<file path="config.mk">
export PLATFORM = sky130hd
export DESIGN_NAME = ldocps_top
export DESIGN_NICKNAME = d
export VERILOG_FILES = /design/src/include/ldocps_pkg.sv /design/src/rtl/ldocps_top.sv
export SDC_FILE = /design/constraint.sdc
export NUM_CORES = 1
export LEC_CHECK = 0
export BUFFER_PORTS_ARGS = -buffer_cell sky130_fd_sc_hd__buf_2
export CORE_MARGIN = 2
export CORE_UTILIZATION = 58
export CTS_CLUSTER_DIAMETER = 120
export CTS_CLUSTER_SIZE = 10
export DETAILED_ROUTE_END_ITERATION = 10
export GPL_ROUTABILITY_DRIVEN = 0
export MAX_ROUTING_LAYER = met4
export PLACE_DENSITY = 0.79
export SETUP_SLACK_MARGIN = 0.4
export SLEW_MARGIN = 15
export SYNTH_ARGS = -nofsm -noshare
export SYNTH_HDL_FRONTEND = slang
export SYNTH_SLANG_ARGS = --single-unit
</file>
<file path="constraint.sdc">
create_clock -name clk -period 3.7 [get_ports clk]
set_clock_uncertainty 0.05 [all_clocks]
set_input_delay 0.74 -clock clk [delete_from_list [all_inputs] [get_ports clk]]
set_output_delay 0.74 -clock clk [all_outputs]
set_load 0.01 [all_outputs]
</file>
<file path="src/include/ldocps_pkg.sv">
// Purpose: constants and types of the regulator control and page bank
// Assumes: 8-bit register addresses and data over an I2C slave port
// Notes:
// Function
// RL1: reg3 bit 7 picks off (0) or sleep (1) after a turn-off event.
// RL2: reg3 bit 6 set allows low-power entry; clear forbids it.
// RL3: reg3 bit 5 set switches the regulator off during standby.
// RL4: reg3 bit 4 turns the regulator on (1) or off (0).
// RL5: reg3 bits 3:0 hold the output-voltage code, forwarded out.
// RL6: reg4 bit 7 picks off (0) or sleep (1) after a turn-off event.
// RL7: reg4 bit 6 set allows low-power entry; clear forbids it.
// RL8: reg4 bit 5 set switches the regulator off during standby.
// RL9: reg4 bit 4 turns the regulator on (1) or off (0).
// RL10: reg4 bits 3:0 hold its output-voltage code.
// RL11: page low nibble 0 functional, 1 extended one, 2 extended two.
// RL12: 8-bit addresses and data; thirty-two pages, few reachable.
// RL13: 0x00-0x7F shared on every page; 0x80-0xFF page specific.
// RL14: host writes page 0x01 or 0x02 at 0x7F before extended access.
// RL15: functional range stays reachable whatever page is selected.
// RL16: unlisted addresses read 0x00 and ignore writes.
// RL17: write-1-to-clear bits clear on 1 and keep on 0.
// RL18: fuse-dependent bits load at start-up, then host writable.
// RL19: regulator control registers read and write at any time.
// RL20: each bit returns to default only on its own reset source.
// RL21: page codes above two unsupported; page upper bits read zero.
package ldocps_pkg;
   localparam logic [7:0] PAGE_ADDR   = 8'h7F;
   localparam logic [7:0] REG3_ADDR   = 8'h70;
   localparam logic [7:0] REG4_ADDR   = 8'h71;
   localparam logic [7:0] EXT_BASE    = 8'h80;
   localparam logic [7:0] RSVD_READ   = 8'h00;
   localparam logic [7:0] PTR_STEP    = 8'h01;
   localparam int         OMODE_BIT   = 7;
   localparam int         LPWR_BIT    = 6;
   localparam int         STBY_BIT    = 5;
   localparam int         EN_BIT      = 4;
   localparam int         VSEL_MSB    = 3;
   localparam logic [2:0] CTL_HI_RST  = 3'h0;
   localparam logic [3:0] PAGE_FUNC   = 4'h0;
   localparam logic [3:0] PAGE_EXT1   = 4'h1;
   localparam logic [3:0] PAGE_EXT2   = 4'h2;
   localparam logic [3:0] PAGE_RST    = 4'h0;
   localparam logic [3:0] PAGE_PAD    = 4'h0;
   localparam int         PAGE_COUNT  = 32;
   localparam logic [3:0] BYTE_BITS   = 4'h8;
   localparam logic [3:0] CNT_STEP    = 4'h1;
   localparam logic [6:0] DEV_ADDR_DEF = 7'h08;

   typedef enum logic [3:0] {
      LDOCPS_IDLE  = 4'b0000,
      LDOCPS_ADDR  = 4'b0001,
      LDOCPS_REG   = 4'b0010,
      LDOCPS_WDATA = 4'b0011,
      LDOCPS_ACK   = 4'b0100,
      LDOCPS_RDATA = 4'b0101,
      LDOCPS_RACK  = 4'b0110
   } ldocps_i2c_t;

   typedef enum logic [1:0] {
      LDOCPS_OFF   = 2'b00,
      LDOCPS_ON    = 2'b01,
      LDOCPS_LOWPW = 2'b10,
      LDOCPS_SLEEP = 2'b11
   } ldocps_mode_t;
endpackage

</file>
<file path="src/rtl/ldocps_top.sv">
// Purpose: third/fourth regulator control registers and page select
// Assumes: host is an I2C master; pins are asynchronous to clk
// Notes: extended pages hold no registers in this block
`timescale 1ns/1ns
module ldocps_top
   import ldocps_pkg::*;
#(
   parameter logic [6:0] DEV_ADDR = DEV_ADDR_DEF
) (
   // clock, reset, enable
   input  wire logic       clk,
   input  wire logic       resetn,
   input  wire logic       ce,
   // i2c pins, open drain
   input  wire logic       scl_in,
   input  wire logic       sda_in,
   output logic            sda_out,
   output logic            sda_oe,
   // device pins
   input  wire logic       power_button_input,
   input  wire logic       digital_reset_input_n,
   // device state, same clock
   input  wire logic       standby_active,
   input  wire logic       low_power_request,
   // fuse defaults
   input  wire logic       fuse_reg3_on,
   input  wire logic [3:0] fuse_reg3_voltage_code,
   input  wire logic       fuse_reg4_on,
   input  wire logic [3:0] fuse_reg4_voltage_code,
   // third regulator
   output logic            reg3_turnoff_sleep_select,
   output logic            reg3_low_power_allow,
   output logic            reg3_standby_off,
   output logic            reg3_on,
   output logic [3:0]      reg3_voltage_code,
   output logic [1:0]      reg3_mode,
   // fourth regulator
   output logic            reg4_turnoff_sleep_select,
   output logic            reg4_low_power_allow,
   output logic            reg4_standby_off,
   output logic            reg4_on,
   output logic [3:0]      reg4_voltage_code,
   output logic [1:0]      reg4_mode,
   // page
   output logic [3:0]      active_page,
   output logic            page_supported
);

   logic              rst_s1;
   logic              rst_n;
   logic              drst_s1;
   logic              drst_s2;
   logic              pb_s1;
   logic              pb_s2;
   logic              pb_d;
   logic              scl_s1;
   logic              scl_s2;
   logic              scl_d;
   logic              sda_s1;
   logic              sda_s2;
   logic              sda_d;
   logic              load_r;
   logic              pwroff_r;
   logic              pwroff_nxt;
   logic              pb_evt;
   logic              start;
   logic              stop;
   logic              scl_rise;
   logic              scl_fall;
   ldocps_i2c_t       st_r;
   ldocps_i2c_t       nx_r;
   logic [3:0]        cnt_r;
   logic [7:0]        sh_r;
   logic [7:0]        ptr_r;
   logic              oe_r;
   logic              wr_stb_r;
   logic [7:0]        wr_addr_r;
   logic [7:0]        wr_data_r;
   logic [3:0]        page_r;
   logic              page_ok_r;
   logic [7:0]        ctl_r [2];
   ldocps_mode_t      mode_r [2];
   logic [4:0]        fuse_w [2];
   logic [7:0]        rd_data;

   // register read decode
   function automatic logic [7:0] rd_sel(
      input logic [7:0] addr,
      input logic [3:0] page,
      input logic [7:0] c3,
      input logic [7:0] c4
   );
      logic [7:0] v;
      v = RSVD_READ;
      if (addr >= EXT_BASE) begin
         v = RSVD_READ; // [RL13] [RL21] no extended regs on any page
      end else begin
         case (addr) // [RL15] functional decode ignores the page
            PAGE_ADDR: v = {PAGE_PAD, page}; // [RL21]
            REG3_ADDR: v = c3; // [RL19]
            REG4_ADDR: v = c4; // [RL19]
            default:   v = RSVD_READ; // [RL16]
         endcase
      end
      return v;
   endfunction

   // regulator state from its control byte
   function automatic ldocps_mode_t mode_of(
      input logic [7:0] c,
      input logic       off_evt,
      input logic       stby,
      input logic       lpreq
   );
      ldocps_mode_t m;
      m = LDOCPS_OFF;
      if (off_evt) begin
         m = c[OMODE_BIT] ? LDOCPS_SLEEP : LDOCPS_OFF; // [RL1] [RL6]
      end else if (!c[EN_BIT]) begin
         m = LDOCPS_OFF; // [RL4] [RL9]
      end else if (stby && c[STBY_BIT]) begin
         m = LDOCPS_OFF; // [RL3] [RL8]
      end else if (lpreq && c[LPWR_BIT]) begin
         m = LDOCPS_LOWPW; // [RL2] [RL7]
      end else begin
         m = LDOCPS_ON;
      end
      return m;
   endfunction

   // reset release, two stages
   always_ff @(posedge clk or negedge resetn) begin
      if (!resetn) begin
         rst_s1 <= 1'b0;
         rst_n  <= 1'b0;
      end else if (ce) begin
         rst_s1 <= 1'b1;
         rst_n  <= rst_s1;
      end
   end

   // pin synchronisers
   always_ff @(posedge clk or negedge rst_n) begin
      if (!rst_n) begin
         drst_s1 <= 1'b0;
         drst_s2 <= 1'b0;
         pb_s1   <= 1'b0;
         pb_s2   <= 1'b0;
         pb_d    <= 1'b0;
         scl_s1  <= 1'b1;
         scl_s2  <= 1'b1;
         scl_d   <= 1'b1;
         sda_s1  <= 1'b1;
         sda_s2  <= 1'b1;
         sda_d   <= 1'b1;
      end else if (ce) begin
         drst_s1 <= digital_reset_input_n;
         drst_s2 <= drst_s1;
         pb_s1   <= power_button_input;
         pb_s2   <= pb_s1;
         pb_d    <= pb_s2;
         scl_s1  <= scl_in;
         scl_s2  <= scl_s1;
         scl_d   <= scl_s2;
         sda_s1  <= sda_in;
         sda_s2  <= sda_s1;
         sda_d   <= sda_s2;
      end
   end

   assign pb_evt   = pb_s2 & ~pb_d;
   assign scl_rise = scl_s2 & ~scl_d;
   assign scl_fall = ~scl_s2 & scl_d;
   assign start    = scl_s2 & scl_d & sda_d & ~sda_s2;
   assign stop     = scl_s2 & scl_d & ~sda_d & sda_s2;
   assign rd_data  = rd_sel(ptr_r, page_r, ctl_r[0], ctl_r[1]);

   // serial engine; 8-bit pointer, auto-increment per byte
   always_ff @(posedge clk or negedge rst_n) begin
      if (!rst_n) begin
         st_r      <= LDOCPS_IDLE;
         nx_r      <= LDOCPS_IDLE;
         cnt_r     <= 4'h0;
         sh_r      <= 8'h00;
         ptr_r     <= 8'h00;
         oe_r      <= 1'b0;
         wr_stb_r  <= 1'b0;
         wr_addr_r <= 8'h00;
         wr_data_r <= 8'h00;
      end else if (ce) begin
         wr_stb_r <= 1'b0;
         if (!drst_s2) begin
            st_r <= LDOCPS_IDLE;
            oe_r <= 1'b0;
         end else if (start) begin
            st_r  <= LDOCPS_ADDR;
            cnt_r <= 4'h0;
            oe_r  <= 1'b0;
         end else if (stop) begin
            st_r <= LDOCPS_IDLE;
            oe_r <= 1'b0;
         end else begin
            case (st_r)
               LDOCPS_ADDR, LDOCPS_REG, LDOCPS_WDATA: begin
                  if (scl_rise) begin
                     sh_r  <= {sh_r[6:0], sda_s2};
                     cnt_r <= cnt_r + CNT_STEP;
                  end else if (scl_fall && cnt_r == BYTE_BITS) begin
                     cnt_r <= 4'h0;
                     if (st_r == LDOCPS_ADDR) begin
                        if (sh_r[7:1] == DEV_ADDR) begin
                           oe_r <= 1'b1;
                           st_r <= LDOCPS_ACK;
                           nx_r <= sh_r[0] ? LDOCPS_RDATA : LDOCPS_REG;
                        end else begin
                           st_r <= LDOCPS_IDLE;
                        end
                     end else if (st_r == LDOCPS_REG) begin
                        ptr_r <= sh_r; // [RL12] 8-bit address
                        oe_r  <= 1'b1;
                        st_r  <= LDOCPS_ACK;
                        nx_r  <= LDOCPS_WDATA;
                     end else begin
                        wr_stb_r  <= 1'b1;
                        wr_addr_r <= ptr_r;
                        wr_data_r <= sh_r;
                        ptr_r     <= ptr_r + PTR_STEP;
                        oe_r      <= 1'b1;
                        st_r      <= LDOCPS_ACK;
                        nx_r      <= LDOCPS_WDATA;
                     end
                  end
               end
               LDOCPS_ACK: begin
                  if (scl_fall) begin
                     cnt_r <= 4'h0;
                     st_r  <= nx_r;
                     if (nx_r == LDOCPS_RDATA) begin
                        sh_r  <= rd_data;
                        ptr_r <= ptr_r + PTR_STEP;
                        oe_r  <= ~rd_data[7];
                     end else begin
                        oe_r <= 1'b0;
                     end
                  end
               end
               LDOCPS_RDATA: begin
                  if (scl_rise) begin
                     cnt_r <= cnt_r + CNT_STEP;
                  end else if (scl_fall) begin
                     if (cnt_r == BYTE_BITS) begin
                        oe_r  <= 1'b0;
                        cnt_r <= 4'h0;
                        st_r  <= LDOCPS_RACK;
                     end else begin
                        sh_r <= {sh_r[6:0], 1'b0};
                        oe_r <= ~sh_r[6];
                     end
                  end
               end
               LDOCPS_RACK: begin
                  // nack ends the read; ack reuses the fall in ACK
                  if (scl_rise) begin
                     if (sda_s2) begin
                        st_r <= LDOCPS_IDLE;
                     end else begin
                        st_r <= LDOCPS_ACK;
                        nx_r <= LDOCPS_RDATA;
                     end
                  end
               end
               default: begin
                  st_r <= LDOCPS_IDLE;
               end
            endcase
         end
      end
   end

   assign sda_out = 1'b0;
   assign sda_oe  = oe_r;

   // page select, reset by the digital reset pin
   always_ff @(posedge clk or negedge rst_n) begin
      if (!rst_n) begin
         page_r    <= PAGE_RST;
         page_ok_r <= 1'b1;
      end else if (ce) begin
         if (!drst_s2) begin
            page_r <= PAGE_RST; // [RL20]
         end else if (wr_stb_r && wr_addr_r == PAGE_ADDR) begin
            page_r <= wr_data_r[3:0]; // [RL11] [RL14]
         end
         page_ok_r <= (page_r == PAGE_FUNC) || (page_r == PAGE_EXT1) ||
                      (page_r == PAGE_EXT2); // [RL21]
      end
   end

   assign active_page    = page_r;
   assign page_supported = page_ok_r;

   // fuse load one cycle after release; no w1c bits live here
   always_ff @(posedge clk or negedge rst_n) begin
      if (!rst_n) begin
         load_r <= 1'b1;
      end else if (ce) begin
         load_r <= 1'b0;
      end
   end

   assign fuse_w[0] = {fuse_reg3_on, fuse_reg3_voltage_code};
   assign fuse_w[1] = {fuse_reg4_on, fuse_reg4_voltage_code};

   // control bytes, core power-on reset group
   always_ff @(posedge clk or negedge rst_n) begin
      if (!rst_n) begin
         for (int i = 0; i < 2; i++) begin
            ctl_r[i] <= 8'h00; // [RL20]
         end
      end else if (ce) begin
         for (int i = 0; i < 2; i++) begin
            if (load_r) begin
               ctl_r[i] <= {CTL_HI_RST, fuse_w[i]}; // [RL18]
            end else if (wr_stb_r &&
                         wr_addr_r == (i == 0 ? REG3_ADDR : REG4_ADDR)) begin
               ctl_r[i] <= wr_data_r; // [RL17] [RL19] plain read/write
            end
         end
      end
   end

   // turn-off latch: event wins over the digital reset clear
   assign pwroff_nxt = pb_evt | (pwroff_r & drst_s2);

   always_ff @(posedge clk or negedge rst_n) begin
      if (!rst_n) begin
         pwroff_r <= 1'b0;
      end else if (ce) begin
         pwroff_r <= pwroff_nxt;
      end
   end

   // regulator modes, registered
   always_ff @(posedge clk or negedge rst_n) begin
      if (!rst_n) begin
         mode_r[0] <= LDOCPS_OFF;
         mode_r[1] <= LDOCPS_OFF;
      end else if (ce) begin
         for (int i = 0; i < 2; i++) begin
            mode_r[i] <= mode_of(ctl_r[i], pwroff_r, standby_active,
                                 low_power_request);
         end
      end
   end

   assign reg3_turnoff_sleep_select = ctl_r[0][OMODE_BIT]; // [RL1]
   assign reg3_low_power_allow      = ctl_r[0][LPWR_BIT]; // [RL2]
   assign reg3_standby_off          = ctl_r[0][STBY_BIT]; // [RL3]
   assign reg3_on                   = ctl_r[0][EN_BIT]; // [RL4]
   assign reg3_voltage_code         = ctl_r[0][VSEL_MSB:0]; // [RL5]
   assign reg3_mode                 = mode_r[0];
   assign reg4_turnoff_sleep_select = ctl_r[1][OMODE_BIT]; // [RL6]
   assign reg4_low_power_allow      = ctl_r[1][LPWR_BIT]; // [RL7]
   assign reg4_standby_off          = ctl_r[1][STBY_BIT]; // [RL8]
   assign reg4_on                   = ctl_r[1][EN_BIT]; // [RL9]
   assign reg4_voltage_code         = ctl_r[1][VSEL_MSB:0]; // [RL10]
   assign reg4_mode                 = mode_r[1];

   a_reserved_read: assert property ( // [RL16]
      @(posedge clk) disable iff (!rst_n)
      (ptr_r != PAGE_ADDR && ptr_r != REG3_ADDR && ptr_r != REG4_ADDR)
      |-> rd_data == RSVD_READ)
      else $error("reserved address read nonzero");

   a_ext_read_zero: assert property ( // [RL13]
      @(posedge clk) disable iff (!rst_n)
      ptr_r >= EXT_BASE |-> rd_data == RSVD_READ)
      else $error("extended read nonzero");

   a_page_upper: assert property ( // [RL21]
      @(posedge clk) disable iff (!rst_n)
      ptr_r == PAGE_ADDR |-> rd_data == {PAGE_PAD, page_r})
      else $error("page readback wrong");

   a_page_write: assert property ( // [RL11]
      @(posedge clk) disable iff (!rst_n)
      ce && drst_s2 && wr_stb_r && wr_addr_r == PAGE_ADDR
      |=> page_r == $past(wr_data_r[3:0]))
      else $error("page write lost");

   a_reg3_write: assert property ( // [RL19]
      @(posedge clk) disable iff (!rst_n)
      ce && !load_r && wr_stb_r && wr_addr_r == REG3_ADDR
      |=> ctl_r[0] == $past(wr_data_r) && $stable(ctl_r[1]))
      else $error("reg3 write wrong");

   a_rsvd_write: assert property ( // [RL16]
      @(posedge clk) disable iff (!rst_n)
      ce && !load_r && drst_s2 && wr_stb_r && wr_addr_r != PAGE_ADDR &&
      wr_addr_r != REG3_ADDR && wr_addr_r != REG4_ADDR
      |=> $stable(ctl_r[0]) && $stable(ctl_r[1]) && $stable(page_r))
      else $error("reserved write changed state");

   a_fuse_load: assert property ( // [RL18]
      @(posedge clk) disable iff (!rst_n)
      ce && load_r |=> ctl_r[1] == {CTL_HI_RST, $past(fuse_w[1])})
      else $error("fuse default not loaded");

   a_turnoff_mode: assert property ( // [RL1]
      @(posedge clk) disable iff (!rst_n)
      ce && pwroff_r |=> reg3_mode == ($past(ctl_r[0][OMODE_BIT]) ?
                                       LDOCPS_SLEEP : LDOCPS_OFF))
      else $error("turn-off mode wrong");

   a_standby_off: assert property ( // [RL8]
      @(posedge clk) disable iff (!rst_n)
      ce && !pwroff_r && standby_active && ctl_r[1][STBY_BIT]
      |=> reg4_mode == LDOCPS_OFF)
      else $error("standby did not switch off");

   a_low_power: assert property ( // [RL2]
      @(posedge clk) disable iff (!rst_n)
      ce && !pwroff_r && ctl_r[0][EN_BIT] && !standby_active &&
      low_power_request
      |=> (reg3_mode == LDOCPS_LOWPW) == $past(ctl_r[0][LPWR_BIT]))
      else $error("low-power gating wrong");

endmodule

</file>
==> results of run 1 <==
[path summary, 6_finish.rpt]
path	depth (start not counted)	start	to	slack (ns)
max in group asynchronous	1	rst_n	ptr_r[0]	2.41
min in group clk	1	pb_d	pwroff_r	0.42
worst min register to register	0	rst_n	pb_s1	0.33
worst max register to register	5	st_r[0]	ptr_r[0]	1.05
worst max-delay path	5	st_r[0]	ptr_r[0]	1.05
worst min-delay path	1	resetn	rst_n	0.09
[cell usage after synthesis (2+ instances only)]
library cell  number
a211o_1            2
a211oi_1           3
a21o_1             5
a21oi_1           27
a221oi_1           2
a22o_1            10
a22oi_1           10
a31oi_1            3
a32o_1             2
a32oi_1            3
and3_1             2
buf_1              3
buf_2              3
buf_4              2
clkbuf_1          13
dfrtp_1           76
dfstp_2            8
ha_1               5
inv_1             16
mux2_2            36
mux2i_1            5
nand2_1           48
nand2b_1           4
nand3_1           17
nand4_1            3
nand4b_1           2
nor2_1            34
nor2b_1            4
nor3_1             8
nor4_1             3
nor4b_1            3
o211ai_1           2
o21ai_0           26
o22ai_1           10
o31ai_1            5
or2_2              3
or3_1              5
[stage by stage]
step	setup WS, ns	util (%)
after floorplan	1.11	-
after CTS	1.07	66.2
after global placement	1.16	63.6
after detailed placement	1.09	63.6
final	1.05	66.2
after global routing	0.921	66.2
[registers in the layout (all words and copies together) (netlist names), 2 cells and up]
signal / count
ptr_r: 8
nx_r: 3
wr_addr_r: 8
reg4_voltage_code: 4
sh_r: 8
reg4_mode: 2
cnt_r: 4
st_r: 3
active_page: 4
reg3_mode: 2
reg3_voltage_code: 4
wr_data_r: 8
[cell usage in the layout (no fill, tap or decap), drive strengths merged, types with 3 or more instances in the layout]
| cell | netlist | final |
|---|---|---|
| nor4 | 3 | 3 |
| nor2b | 4 | 4 |
| nand3 | 17 | 17 |
| mux2 | 36 | 36 |
| o31ai | 5 | 5 |
| a211oi | 4 | 4 |
| or2 | 4 | 4 |
| a31oi | 3 | 3 |
| a22o | 10 | 10 |
| nor4b | 3 | 3 |
| o21ai | 27 | 27 |
| or3 | 5 | 5 |
| nor3 | 9 | 9 |
| mux2i | 5 | 5 |
| ha | 5 | 5 |
| a21oi | 27 | 27 |
| o22ai | 10 | 10 |
| inv | 16 | 17 |
| nor2 | 34 | 34 |
| nand2 | 48 | 48 |
| clkinvlp | 0 | 4 |
| nand4 | 4 | 4 |
| clkbuf | 13 | 10 |
| buf | 9 | 47 |
| nand2b | 4 | 4 |
| a21o | 5 | 5 |
| a22oi | 10 | 10 |
| dfrtp | 76 | 76 |
| a32oi | 3 | 3 |
| dfstp | 8 | 8 |
[power by group]
group          switching (uW)  internal, uW
logic                     117           102
clock network             356           265
registers                76.4           990
total                     549          1360
[critical path, delay by kind of cell, from the launching register on]
kind	cells	cell delay [ns]
AO/OA/AOI/OAI	2	0.93
flip-flops	1	0.57
AND/OR/NAND/NOR	3	0.97
[area by class of cell]
type / count / area share (%)
Clock inverter: 6 / 0.991
Sequential cell: 84 / 44.1
Inverter: 16 / 1.25
Multi-Input combinational cell: 316 / 43.2
Timing Repair Buffer: 47 / 5.06
Clock buffer: 10 / 2.87
Tap cell: 99 / 2.58
[routing by layer]
metal	global-route usage (%)	wire, um
met1	34.1	4310
met2	42.9	5050
met3	6.43	616
met4	10.0	269
met5	-	0
[cells by family (layout without fill, tap and decap cells)]
logic type	after synthesis	in the layout
multiplexers	41	41
buffers and inverters	38	79
other	1	1
AO/OA/AOI/OAI	122	122
XOR/XNOR	1	1
flip-flops	84	84
AND/OR/NAND/NOR	146	146
adder cells (fa/ha/maj)	5	5
==> run_results.csv, run 1 <==
group,metric,value,unit
outcome,status,"completed",
clock_tree,clkTransAtPathRegs,0.09,ns
pwr,power.leakage,0.00213,uW
detailed_routing,vias_per_cell,6.26,
sta,relSlewSlack,54.0,%
sta,fmax,378,MHz
place,placed_cell_area,4610,um2
cells_and_area,drive_above_1_share,24.6,%
logic_synthesis,ys_ff_latch,84,
clock_tree,cts_setup_buffers,0,
logic_synthesis,synthMuxAreaShare,10.5,%
detailed_routing,ant_nets,0,
logic_synthesis,postSynthAreaPerCell,9.92,um2
die,core-area,7250,um2
clock_tree,clock_latency,0.37,ns
critical_path,worstPathArrival,2.85,ns
critical_path,path_cells,"or2_1 -> or4_4 -> a211oi_2 -> nor2_1 -> a311o_1",
logic_synthesis,synth_top_area_share,43.8,%
cells_and_area,insertedDiodeCount,0,
logic_synthesis,synth_top_family_by_area,"compound AO/OA/AOI/OAI gates",
clock_tree,cts_sinks,84,
logic_synthesis,synth_compound_area_share,18.7,%
sta,worst_pin_slew,0.690,ns
logic_synthesis,yosys.area_share.simple,16.7,%
detailed_routing,vias,3617,
clock_tree,cts_buffer_depth,2,
critical_path,critPathMaxStageDelay,0.60,ns
clock_tree,cts_max_level,3,
logic_synthesis,synth-xor-area-share,0.202,%
place,dp.cells,562,
pwr,p_total,1910,uW
grt,grt_util_all_layers,27.1,%
die,die_w,90.5,um
cells_and_area,area_growth,10.5,%
clock_tree,root_buffer,"clkbuf_8",
sta,tns,0,ns
cells_and_area,fin_nets,498,
detailed_routing,routed_wl,10.3,mm
logic_synthesis,synthArstFlopShare,100,%
sta,rsz0062_at_grt,"false",
logic_synthesis,synth_area_leaders,"dfrtp_1 (44%), mux2_2 (9.3%), dfstp_2 (4.8%), nand2_1 (4.1%), a21oi_1 (3.1%)",
cells_and_area,multi_input_area,2070,um2
cells_and_area,final_area,4800,um2
logic_synthesis,synth_edf_count,0,
clock_tree,cts_buffers,9,
logic_synthesis,synthAdderAreaFrac,1.44,%
pwr,peakVddDrop,0.311,mV
logic_synthesis,synth_nets,462,
sta,setup_viol,0,
critical_path,end_kind,"register",
logic_synthesis,syn_area,4340,um2
sta,hold_ws,0.0855,ns
clock_tree,cts_tree,"built",
die,die_y,90.5,um
grt,grt_pass1_vias,3532,
sta,period_minus_slack,2.65,ns
detailed_routing,post-route-drc-count,0,
detailed_routing,post_drt_wl_per_cell,17.7,um
die,start_util,59.9,%
sta,finalMaxSlewViolations,0,
critical_path,crit_type,"reg2reg",
grt,grt_max_degree,56,
die,floorplan.rows,31,
logic_synthesis,yosysTopAreaCell,"dfrtp_1",
critical_path,cp.required,3.90,ns
logic_synthesis,syn_inst,438,
logic_synthesis,ys_seq_area_share,48.6,%
cells_and_area,area.sequential,2120,um2
critical_path,start_kind,"register",
critical_path,crit_path_top_delay_cell,"a211oi_2",
logic_synthesis,ys_types,62,
grt,grt_overflow,0,
pwr,powerDensity,397,nW/um2
detailed_routing,drt_iter0_markers,390,
cells_and_area,fillCellCount,603,
hold_path,hp-class,"in2async",
cells_and_area,final_cell_count_no_fill,578,
job,cap_viol_max_count,0,
logic_synthesis,synthFlopType,"dfrtp_1",
die,io_pins,46,
place,portBuffers,44,
sta,fin_crit_sh,71.5,%
clock_tree,ctsHoldBuffers,0,
place,hpwl,7.26,mm
clock_tree,post_cts_resized,0,
die,die-area,8200,um2
sta,finalHoldViolCount,0,
logic_synthesis,yosysWarnings,0,
grt,grt_antenna_before_repair,0,
detailed_routing,drt_first_pass_iters,5,
grt,grt_pass1_wl,17.2,mm
critical_path,crit_fanout,18,
(Power assumes the default switching activity.)
==> run 2, diff against run 1 <==
--- a/config.mk
+++ b/config.mk
@@ -5,6 +5,7 @@
 export SDC_FILE = /design/constraint.sdc
 export NUM_CORES = 1
 export LEC_CHECK = 0
+export ABC_AREA = 1
 export BUFFER_PORTS_ARGS = -buffer_cell sky130_fd_sc_hd__buf_2
 export CORE_MARGIN = 2
 export CORE_UTILIZATION = 58
@@ -13,7 +14,7 @@
 export DETAILED_ROUTE_END_ITERATION = 10
 export GPL_ROUTABILITY_DRIVEN = 0
 export MAX_ROUTING_LAYER = met4
-export PLACE_DENSITY = 0.79
+export PLACE_DENSITY = 0.78
 export SETUP_SLACK_MARGIN = 0.4
 export SLEW_MARGIN = 15
 export SYNTH_ARGS = -nofsm -noshare
==> constraint.sdc (replaced) <==
create_clock -name clk -period 2.7 [get_ports clk]
set_clock_uncertainty 0.05 [all_clocks]
set_input_delay 0.54 -clock clk [delete_from_list [all_inputs] [get_ports clk]]
set_output_delay 0.54 -clock clk [all_outputs]
set_load 0.01 [all_outputs]
==> run 2 against run 1 <==
  * Flip-flop and latch count unchanged
  * Register-to-register slack worse by 0.39 ns
  * Global-route usage rose by 0.80 points
  * Synthesized area increased by 8.7%
  * Synthesized cell count rose by 44%
  * Worst hold slack gained 0.18 ns
  * Maximum frequency increased by 30%
==> run_results.csv, run 2 <==
group,metric,value,unit
critical_path,worstPathArrival,2.26,ns
sta,fmax,490,MHz
critical_path,rr_worst_depth,3,
critical_path,crit_type,"reg2reg",
pwr,peakVddDrop,0.307,mV
sta,tns,0,ns
critical_path,crit_fanout,33,
pwr,p_int,1810,uW
logic_synthesis,synth-xor-area-share,0.371,%
die,start_util,60.5,%
sta,relSlewSlack,51.4,%
clock_tree,cts_setup_buffers,0,
die,core-area,7810,um2
grt,grt_antenna_before_repair,0,
pwr,pwr-share-comb,13.3,%
cells_and_area,drive_above_1_share,17.9,%
die,die_y,94.2,um
place,hpwl,8.31,mm
clock_tree,cts_buffer_depth,2,
die,die_w,94.2,um
place,portBuffers,44,
clock_tree,cts_tree,"built",
pwr,powerDensity,500,nW/um2
pwr,p_sw_share,30.2,%
grt,grt_pass1_vias,3873,
grt,grt_pass1_wl,18.7,mm
logic_synthesis,synthMuxAreaShare,0,%
logic_synthesis,postSynthAreaPerCell,7.50,um2
clock_tree,ctsHoldBuffers,1,
sta,period_minus_slack,2.04,ns
detailed_routing,drt_first_pass_iters,5,
detailed_routing,drt_iter0_markers,384,
pwr,power.switching,783,uW
logic_synthesis,netlist_top_cells_count,"nand2_1 (221), dfrtp_1 (76), nand3_1 (69)",
cells_and_area,insertedDiodeCount,0,
cells_and_area,final_common_cell,"nand2_1",
logic_synthesis,yosys.area_share.simple,36.2,%
logic_synthesis,synthFlopType,"dfrtp_1",
logic_synthesis,synth.most_common_cell,"nand2_1",
critical_path,cp.required,2.92,ns
detailed_routing,vias_per_cell,5.54,
logic_synthesis,synth_nets,654,
clock_tree,clock_latency,0.36,ns
grt,grt_overflow,0,
detailed_routing,ant_nets,0,
pwr,power.leakage,0.00260,uW
sta,worst_pin_slew,0.728,ns
detailed_routing,routed_wl,11.2,mm
logic_synthesis,syn_area,4720,um2
clock_tree,root_buffer,"clkbuf_8",
grt,grt_util_all_layers,27.9,%
clock_tree,cts_buffers,9,
logic_synthesis,synth_top_family_by_area,"simple AND/OR/NAND/NOR gates",
detailed_routing,vias,4313,
logic_synthesis,yosysWarnings,0,
sta,finalMaxSlewViolations,0,
cells_and_area,fillCellCount,671,
die,die-area,8880,um2
job,cap_viol_max_count,0,
sta,finalHoldViolCount,0,
critical_path,end_kind,"register",
cells_and_area,post-route-util,66.4,%
die,floorplan.rows,32,
die,io_pins,46,
logic_synthesis,synth_top_area_share,40.3,%
pwr,p_clk_share,32.5,%
clock_tree,cts_sinks,84,
logic_synthesis,synthArstFlopShare,100,%
logic_synthesis,ys_seq_area_share,44.7,%
sta,fin_crit_sh,75.6,%
logic_synthesis,syn_inst,630,
detailed_routing,post_drt_wl_per_cell,14.4,um
outcome,status,"completed",
cells_and_area,layout_common_cells,"nand2_1 (221), dfrtp_1 (75), nand3_1 (69), inv_1 (51), buf_2 (44)",
logic_synthesis,synth_area_leaders,"dfrtp_1 (40%), nand2_1 (18%), nand3_1 (7.3%), o21ai_0 (4.6%), dfstp_2 (4.5%)",
critical_path,start_kind,"register",
pwr,pwr-share-seq,54.1,%
logic_synthesis,synthAdderAreaFrac,1.32,%
logic_synthesis,synth_edf_count,0,
grt,grt_max_degree,46,
logic_synthesis,yosysTopAreaCell,"dfrtp_1",
hold_path,hp-class,"reg2async",
detailed_routing,post-route-drc-count,0,
sta,setup_viol,0,
logic_synthesis,ys_ff_latch,84,
logic_synthesis,synth_compound_area_share,9.96,%
critical_path,ff2ff_setup_slack,0.66,ns
cells_and_area,fin_nets,696,
sta,rsz0062_at_grt,"false",
clock_tree,post_cts_resized,0,
cells_and_area,area_growth,9.78,%
logic_synthesis,ys_types,45,
clock_tree,clkTransAtPathRegs,0.09,ns
clock_tree,cts_max_level,3,
-- run 2: cell families (layout without fill, tap and decap cells) --
kind of cell / after synthesis / after routing
AO/OA/AOI/OAI: 84 / 84
adder cells (fa/ha/maj): 5 / 5
XOR/XNOR: 2 / 2
flip-flops: 84 / 84
buffers and inverters: 79 / 126
other: 1 / 1
AND/OR/NAND/NOR: 375 / 375
-- run 2: worst max-delay path, stage by stage, from the launching register on --
cell and delay [ns]:
dfrtp_1 0.56, nor3_1 0.45, nand3_2 0.54, o21ai_0 0.35
-- run 2: area by class of cell --
type	count	area, um2	area share [%]
multi-input cells	467	2260	43.7
flip-flops and latches	84	2120	40.8
repair buffers	49	260	5.02
inverters	61	239	4.61
clock buffers	11	141	2.73
well taps	102	128	2.46
clock inverters	5	36.3	0.700
-- run 2: routing by layer --
layer	wire (um)	vias up	track usage, %
met2	4970	173	41.2
met5	0	-	-
li1	-	2112	-
met3	873	19	5.94
met1	5220	2009	39.6
met4	161	0	7.00
-- run 2: metrics by stage --
stage	instance area (um2)	instances	setup slack, ns	total power (uW)	hold WS, ns
finish	5180	779	0.659	2590	0.264
global route	5180	779	0.461	2710	0.329
CTS	5180	779	0.638	2590	0.302
detailed placement	5000	762	0.570	1770	0.277
global placement	5000	762	0.712	1750	0.275
floorplan	4720	630	1.03	1650	0.194
-- run 2: power groups by stage --
stage                     registers [uW]  clock network, uW  logic [uW]
after floorplan                     1420                  0         230
after global placement              1420                  0         331
after detailed placement            1430                  0         341
after CTS                           1400                844         343
after global routing                1410                906         393
final                               1400                843         346
-- run 2: final timing paths --
check / start / end
max: st_r[2] / wr_addr_r[3]
min: rst_n / sh_r[4]
max reg2reg: st_r[2] / wr_addr_r[3]
min reg2reg: rst_n / sh_r[4]
max in group asynchronous: rst_n / page_supported
min in group clk: sda_in / sda_s1
